### src/sxd_cfg.svh
`ifndef SXD_CFG_SVH
`define SXD_CFG_SVH

// ----------------------------------------
// Operand ranges and encodings
// ----------------------------------------
`define SXD_FILE_ADDR_MAX   7'h7F
`define SXD_DIR_SEL_A       3'h5
`define SXD_DIR_SEL_B       3'h6
`define SXD_DIR_SEL_C       3'h7
`define SXD_DEST_ACC        1'h0
`define SXD_DEST_FILE       1'h1
`define SXD_ACC_RESET       8'h00
`define SXD_DIR_RESET       8'hFF
`define SXD_FILE_DEPTH      128

`endif

### src/sxd_pkg.sv
package sxd_pkg;

    typedef enum logic [2:0]
    {
        SXD_OP_NONE  = 3'h0,
        SXD_OP_SWAP  = 3'h1,
        SXD_OP_XORL  = 3'h3,
        SXD_OP_XORF  = 3'h2,
        SXD_OP_DIRLD = 3'h6
    } sxd_op_t;

    typedef struct packed
    {
        sxd_op_t    op;
        logic [6:0] file_addr;
        logic       dest_select;
        logic [7:0] literal_value;
    } sxd_instr_t;

    typedef struct packed
    {
        logic [7:0] port_a_direction;
        logic [7:0] port_b_direction;
        logic [7:0] port_c_direction;
    } sxd_dir_t;

endpackage

### src/sxd_alu.sv
`timescale 1ns/100ps
`include "sxd_cfg.svh"

module sxd_alu
(
    input  wire sxd_pkg::sxd_op_t op,
    input  wire logic [7:0]       acc,
    input  wire logic [7:0]       file_data,
    input  wire logic [7:0]       literal_value,
    output logic      [7:0]       result,
    output logic                  zero_upd,
    output logic                  zero_val
);
    import sxd_pkg::*;

    function automatic logic [7:0] nib_swap(input logic [7:0] v);
        nib_swap = {v[3:0], v[7:4]};
    endfunction

    always_comb
    begin
        result   = file_data;
        zero_upd = 1'b0;
        case (op)
            SXD_OP_SWAP:
            begin
                result = nib_swap(file_data); // RULE1
            end
            SXD_OP_XORL:
            begin
                result   = acc ^ literal_value; // RULE4
                zero_upd = 1'b1;
            end
            SXD_OP_XORF:
            begin
                result   = acc ^ file_data; // RULE5
                zero_upd = 1'b1;
            end
            default:
            begin
                result = file_data;
            end
        endcase
        zero_val = (result == 8'h00); // RULE6
    end

endmodule // sxd_alu

### src/sxd_exec.sv
`timescale 1ns/100ps
`include "sxd_cfg.svh"

// How it works
// RULE1: Nibble swap exchanges upper and lower nibbles; no flag changes.
// RULE2: Destination bit 0 writes accumulator, 1 writes file register 0..127.
// RULE3: Direction load copies accumulator to port A, B, C direction for 5, 6, 7.
// RULE4: Xor literal: accumulator xor 8-bit literal into accumulator; only zero flag.
// RULE5: Xor file: accumulator xor file register, routed by destination; only zero flag.
// RULE6: Both xor forms set zero flag when result is zero, else clear.
module sxd_exec
(
    input  wire logic                core_clk,
    input  wire logic                rstn,
    input  wire logic                instr_valid,
    input  wire sxd_pkg::sxd_instr_t instr,
    output sxd_pkg::sxd_dir_t        dir_out,
    output logic [7:0]               acc_out,
    output logic                     zero_flag,
    output logic [7:0]               file_rd_data
);
    import sxd_pkg::*;

    // ----------------------------------------
    // State
    // ----------------------------------------
    logic [7:0] file_reg [0:`SXD_FILE_DEPTH-1];
    logic [7:0] acc_reg;
    logic       zero_reg;
    sxd_dir_t   dir_reg;
    logic [7:0] alu_result;
    logic       zero_upd;
    logic       zero_val;
    logic [7:0] file_data;
    logic       exec_op;
    logic       to_file;

    // ----------------------------------------
    // Operand decode
    // ----------------------------------------
    // Only these ops touch acc or file; unknown codes must leave both alone
    function automatic logic is_alu_op(input sxd_op_t op);
        is_alu_op = (op == SXD_OP_SWAP) || (op == SXD_OP_XORL) || (op == SXD_OP_XORF);
    endfunction

    assign file_data = file_reg[instr.file_addr];
    assign exec_op   = instr_valid && is_alu_op(instr.op);
    assign to_file   = exec_op && (instr.op != SXD_OP_XORL) && (instr.dest_select == `SXD_DEST_FILE);

    sxd_alu u_alu
    (
        .op            (instr.op),
        .acc           (acc_reg),
        .file_data     (file_data),
        .literal_value (instr.literal_value),
        .result        (alu_result),
        .zero_upd      (zero_upd),
        .zero_val      (zero_val)
    );

    // ----------------------------------------
    // Accumulator
    // ----------------------------------------
    always_ff @(posedge core_clk or negedge rstn)
    begin
        if (!rstn)
            acc_reg <= `SXD_ACC_RESET;
        else if (exec_op && !to_file)
            acc_reg <= alu_result; // RULE2
    end

    // ----------------------------------------
    // File registers
    // ----------------------------------------
    always_ff @(posedge core_clk or negedge rstn)
    begin
        if (!rstn)
        begin
            for (int i = 0; i < `SXD_FILE_DEPTH; i++)
                file_reg[i] <= 8'h00;
        end
        else if (to_file)
            file_reg[instr.file_addr] <= alu_result; // RULE2
    end

    // ----------------------------------------
    // Zero flag
    // ----------------------------------------
    always_ff @(posedge core_clk or negedge rstn)
    begin
        if (!rstn)
            zero_reg <= 1'b0;
        else if (instr_valid && zero_upd)
            zero_reg <= zero_val; // RULE6
    end

    // ----------------------------------------
    // Direction registers
    // ----------------------------------------
    always_ff @(posedge core_clk or negedge rstn)
    begin
        if (!rstn)
            dir_reg <= {3{`SXD_DIR_RESET}};
        else if (instr_valid && instr.op == SXD_OP_DIRLD)
        begin
            case (instr.file_addr[2:0])
                `SXD_DIR_SEL_A: dir_reg.port_a_direction <= acc_reg; // RULE3
                `SXD_DIR_SEL_B: dir_reg.port_b_direction <= acc_reg; // RULE3
                `SXD_DIR_SEL_C: dir_reg.port_c_direction <= acc_reg; // RULE3
                default:        dir_reg <= dir_reg;
            endcase
        end
    end

    assign acc_out      = acc_reg;
    assign zero_flag    = zero_reg;
    assign dir_out      = dir_reg;
    assign file_rd_data = file_data;
endmodule // sxd_exec

### config.mk
export PLATFORM = sky130hd
export DESIGN_NAME = sxd_exec
export DESIGN_NICKNAME = d
export VERILOG_FILES = /design/src/sxd_pkg.sv /design/src/sxd_alu.sv /design/src/sxd_exec.sv
export VERILOG_INCLUDE_DIRS = /design/src
export SDC_FILE = /design/constraint.sdc
export NUM_CORES = 2
export LEC_CHECK = 0
export BUFFER_PORTS_ARGS = -buffer_cell sky130_fd_sc_hd__buf_4
export CORE_AREA = 2 2 356 358
export CTS_CLUSTER_SIZE = 30
export DETAILED_ROUTE_END_ITERATION = 8
export DIE_AREA = 0 0 358 360
export HOLD_SLACK_MARGIN = 0.06
export MAX_ROUTING_LAYER = met4
export PLACE_DENSITY = 0.52
export SETUP_SLACK_MARGIN = 0.5
export SYNTH_ARGS = -nofsm -noshare
export SYNTH_HDL_FRONTEND = slang
export SYNTH_HIERARCHICAL = 1
export SYNTH_SLANG_ARGS = --single-unit
export TNS_END_PERCENT = 50
### constraint.sdc
create_clock -name core_clk -period 4.8 [get_ports core_clk]
set_input_delay 0.72 -clock core_clk [delete_from_list [all_inputs] [get_ports core_clk]]
set_output_delay 0.72 -clock core_clk [all_outputs]
set_load 0.02 [all_outputs]
Word-level counts from Yosys, hierarchy flattened:

Cells that the tools add are included.

* $lt $le $gt $ge: 2
* equal/unequal tests: 8
* multiplexer cells: 8
* bitwise operators: 3
* reductions and logical operators: 15

Operators with widths (number)
* 1024-bit bitwise mux: 1
* 8-bit binary-select mux with 7-bit select: 1
* 8-bit demux with 7-bit select: 1
* 8-bit two-way mux: 3
* 8-bit one-hot mux with 3 select lines: 1
* 8-bit bitwise XOR: 2
* 3-bit equality test (second input constant): 4
* 8-bit >= comparator (second input constant): 1
* 8-bit logical NOT: 1
* 8-bit by 1-bit less-than comparator with 1-bit output (second input constant): 1
* 7-bit NOT with 8-bit output: 1
* 1-bit logical AND: 7
* 3-bit by 2-bit equality test with 1-bit output (second input constant): 2
* 2-bit AND reduction: 3
* 3-bit by 1-bit equality test with 1-bit output (second input constant): 1
* 3-bit by 2-bit != test with 1-bit output (second input constant): 1
* 1-bit logical OR: 2
* 2-bit OR reduction: 1
* 1-bit logical NOT: 1
* 1-bit two-way mux: 1

* flip-flop bits (word level): 1057
* bits of input ports: 22
* output and inout bits: 41
* logic and storage cells: 169

Depth between registers and ports, before layout:

* depth after elaboration: 8
* mapped depth: 18
* mapped depth without buffers: 12

By module:

Netlist, hierarchy kept.

By module, submodules not included
* sxd_exec: instances 1, cells an instance 3607, area each 49331.1 um^2, seq. area each 26480.4 um^2
* sxd_alu: instances 1, cells an instance 50, area each 392.9 um^2, seq. area each 0.0 um^2

Worst setup path after synthesis:

Ideal clock, no wire load.

* kind: input -> register
* start: input instr[10] (netlist name)
* end: register file_reg[571] (netlist name)
* setup time: 0.125 ns
* data arrival time: 4.238 ns
* required time: 4.675 ns
* setup slack: 0.437 ns
* stages: 14
* path buffers: 7
* cell sequence: buf_2 -> buf_2 -> buf_4 -> buf_2 -> clkbuf_1 -> o21ai_0 -> a211o_1 -> o32ai_1 -> mux2i_1 -> xnor2_1 -> a221o_1 -> clkbuf_1 -> clkbuf_1 -> mux2_2

* cells in the longest elaborated chain, start to end: 7
* elaborated cells between the ends (all ways): 12
* classes of those cells: order compare: 2; mux: 7; bitwise: 2; reduce/logical: 1

RTL lines
* start: declaration: RTL line sxd_exec.sv:16 `input wire sxd_pkg::sxd_instr_t instr,`
* 7-bit NOT with 8-bit output (implied by the code) (*): RTL line sxd_exec.sv:46 `assign file_data = file_reg[instr.file_addr];`
* 8-bit binary-select mux with 7-bit select (*): RTL line sxd_exec.sv:46
* 8-bit two-way mux (implied by the code) (*) (2 in a row): RTL line sxd_exec.sv:46
* via file_rd_data[3]: RTL line sxd_exec.sv:20 `output logic [7:0] file_rd_data`
* 8-bit bitwise XOR: RTL line sxd_alu.sv:36 `result = acc ^ file_data;`
* 8-bit one-hot mux with 3 select lines (*): RTL line sxd_alu.sv:24 `case (op)`
* via alu_result[3]: RTL line sxd_exec.sv:31 `logic [7:0] alu_result;`
* 1024-bit bitwise mux (*): RTL line sxd_exec.sv:83 `file_reg[instr.file_addr] <= alu_result;`
* end signal: indexed assignment: RTL line sxd_exec.sv:83
* end: declaration: RTL line sxd_exec.sv:27 `` logic [7:0] file_reg [0:`SXD_FILE_DEPTH-1]; ``

The timed path passes the listed nets; every way through them passes the cells marked *. The select of a mux whose other input is x is not followed.
A chain may end at the register's enable or synchronous reset.

Worst setup path after layout:

* start: input instr[11] (netlist name)
* end: output file_rd_data[2]

* cells in the longest elaborated chain, start to end: 4

RTL lines (RTL line)
* 7-bit NOT with 8-bit output (implied by the code): sxd_exec.sv:46
* 8-bit binary-select mux with 7-bit select: sxd_exec.sv:46
* 8-bit two-way mux (implied by the code) (2 in a row): sxd_exec.sv:46
* end: declaration: sxd_exec.sv:20

No other way between the ends. The select of a mux whose other input is x is not followed.

==> reports/qor.yml <==
logic_synthesis:
  synth_cell_types: 77
  synth_ff_type: "dfrtp_1"
  synth_fp_nets: 3679
  avgSynthCellArea_sq_um: 13.6
  yosys.area.top_type: "dfrtp_1"
  synth-seq-cells: 1057
  synthArstFlopShare: 1.00
  synth_area_leaders: "dfrtp_1, mux2_2, mux2i_1"
  syn_area_sq_um: 49700
  yosysTopAreaCellShare: 0.520
  yosys_warnings: 6
  synth_edf_count: 0
  ys_seq_area_frac: 0.533
  netlist_instances: 3657
detailed_routing:
  wirelength_met1_mm: 77.6
  dr_wl_met3_mm: 8.63
  first_pass_iters: 5
  drt_iter0_drc: 2595
  ant_nets: 0
  top_layer: "met4"
  via_count: 33248
  drt-total-wl_mm: 165
  route.detailed.drc: 0
  vias_per_cell: 5.93
  wire_per_inst_microns: 29.5
  wl_met2_mm: 74.4
pwr:
  comb_power_share: 0.119
  cell_internal_pwr_mw: 15.5
  p_sw_mw: 5.62
  peakVddDrop_mv: 0.303
  switching_share: 0.266
  p_leak_nw: 27.8
  p_clk_frac: 0.445
  pwr-share-seq: 0.436
  power.total_mw: 21.2
  power_density_nw_per_um2: 362
sta:
  final.min_clock_period_ns: 4.34
  setup_viol: 0
  finalMaxSlewViolations: 0
  finalHoldViolations: 0
  skew_ns: 0.0297
  rsz0062_at_grt: "true"
  whs_ns: 0.334
  fin_crit_sh: 0.904
  slew_headroom: 0.278
  max_freq_mhz: 231
  tightest_slew_ns: 1.08
  tns_ns: 0
setup_path:
  reg2reg_setup_slack_ns: 0.81
  reg2reg_to: "file_reg[204]"
  critPathMaxFanout: 24
  slowest_stage: "a221oi_2"
  cp-start-kind: "input port"
  reg2reg_from: "file_reg[944]"
  worstPathRequired_ns: 4.08
  cp_slowest_stage_delay_ns: 0.43
  arrival_ns: 3.62
  end_kind: "output port"
  critical_path_class: "input port to output port"
  reg2reg_depth: 12
  cp_cell_sequence: "buf_8 > nor2b_4 > buf_12 > buf_4 > a221o_1 > o21ai_0 > a221oi_2 > a31oi_1 > o211ai_1 > buf_4 > buf_4 > buf_4"
  path_common_cell: "buf_4"
hold_path:
  hold_path.class: "input port to register"
  whs_path_depth: 3
  min_to: "zero_flag"
  min_from: "instr_valid"
layout:
  drive_gt1_frac: 0.490
  largest_register_ff_count: 1024
  syn2layout_area_growth_pct: 17.5
  nets: 3880
  final_cell_count_no_fill: 5608
  nFillCells: 11271
  utilization: 0.468
clocking:
  insertion_delay_ns: 0.76
  clk_pin_slew_worst_paths_ns: 0.06
  cts_num_sinks: 1057
  clk_path_buf_depth: 3
  post_cts_buffers: 0
  tritoncts: "done"
  root_buffer: "clkbuf_16"
  numCtsBuffers: 118
  cts.htree.levels: 3
floorplan:
  rows: 130
  io_pins: 63
  initial_core_util: 0.398
  die_y_microns: 360
  die_x_microns: 358
  core_sq_um: 125000
  die_area_sq_um: 129000
global_routing:
  grt_max_degree: 129
  antenna_found_initial: 5
  grt_util_all_layers: 0.265
  grt_remaining_overflow: 0
  first_global_vias: 33449
  grt_pass1_wl_mm: 245
placed_design:
  place_congestion: 0.887
  placed_cells: 5387
  hpwl_mm: 110
  io_buffers: 62
outcome:
  status: "finished, final reports clean"
flow_run:
  max_cap_violations: 0
==> worst max-delay path by stage <==
stage / startpoint / end / slack, ns / depth (start not counted)
floorplan: instr[10] / file_reg[346] / 0.66 / 16
global route: instr[10] / file_rd_data[0] / 0.44 / 12
global placement: instr[9] / zero_flag / -0.36 / 15
CTS: instr[10] / file_rd_data[4] / 0.48 / 13
detailed placement: instr[9] / zero_flag / -0.28 / 15
finish: instr[11] / file_rd_data[2] / 0.46 / 12
==> power groups by stage <==
stage	sequential (mW)	clock [mW]	combinational, mW
finish	9.23	9.42	2.52
global route	9.25	10.0	2.64
CTS	9.23	9.60	2.52
detailed placement	9.39	0	2.50
global placement	9.38	0	2.51
floorplan	9.42	0	1.04
==> repair_timing <==
action,in CTS,in global routing
pin swaps,3,0
gates resized for setup,11,5
hold endpoints to repair,51,0
endpoints found under the setup margin,5,6
hold buffers,1,0
==> final cells by class <==
class,count,area [sq um],area share
Sequential cell,1057,26500,0.453
Multi-Input combinational cell,2296,22000,0.377
Timing Repair Buffer,376,3800,0.0651
Clock buffer,176,3500,0.0600
Tap cell,1650,2060,0.0353
Clock inverter,41,512,0.00876
Inverter,9,40.0,0.000685
Antenna cell,3,7.51,0.000129
==> cell usage in the layout, fill, tap and decap left out, types with 39 or more instances in the layout <==
master	Yosys	final
a21oi_1	65	65
a22oi_1	55	54
a221oi_1	66	61
clkbuf_16	0	120
o2bb2ai_1	39	39
nand2_1	123	119
buf_4	21	295
a22o_1	58	58
dfrtp_1	1033	1033
mux2i_1	131	130
o21ai_0	96	95
buf_12	0	76
nor2_1	52	52
nor2_2	81	80
a221o_1	81	77
mux2_2	1179	1179
==> critical path: cells and delay by family <==
| kind | cells | cell delay [ns] |
|---|---|---|
| AO/OA/AOI/OAI | 5 | 1.41 |
| buffers and inverters | 6 | 1.10 |
| AND/OR/NAND/NOR | 1 | 0.33 |
==> kinds of logic (layout without fill, tap and decap cells) <==
family / Yosys count / after routing / synth area share
compound gates: 580 / 580 / 0.0884
xor+xnor: 9 / 9 / 0.00159
fa+ha+maj: 1 / 1 / 0.000201
buf+inv: 304 / 602 / 0.0285
flops: 1057 / 1057 / 0.533
mux: 1352 / 1352 / 0.311
other cells: 0 / 3 / 0
simple gates: 354 / 354 / 0.0380
==> Yosys cell counts, drive strengths merged, types with 15 or more instances <==
| library cell | count |
|---|---|
| clkbuf | 175 |
| o2bb2ai | 39 |
| a22o | 58 |
| a22oi | 55 |
| mux2i | 131 |
| mux4 | 34 |
| a221oi | 67 |
| dfstp | 24 |
| mux2 | 1187 |
| a31oi | 27 |
| dfrtp | 1033 |
| nor2 | 143 |
| nand3 | 15 |
| buf | 120 |
| o21ai | 98 |
| nand2 | 123 |
| a21oi | 65 |
| a221o | 81 |
==> per-stage QoR <==
stage,area (sq um),setup WS [ns]
final,58400,0.462
after global routing,58400,0.437
after CTS,58400,0.482
after detailed placement,54300,-0.282
after global placement,54300,-0.365
after floorplan,49700,0.657
==> per-layer routing <==
layer | vias to the layer above | global-route usage
li1 | 14077 | -
met2 | 994 | 0.387
met3 | 245 | 0.0357
met5 | - | -
met4 | 0 | 0.0713
met1 | 17932 | 0.384
Note: power is estimated with default switching activity, not from simulation.
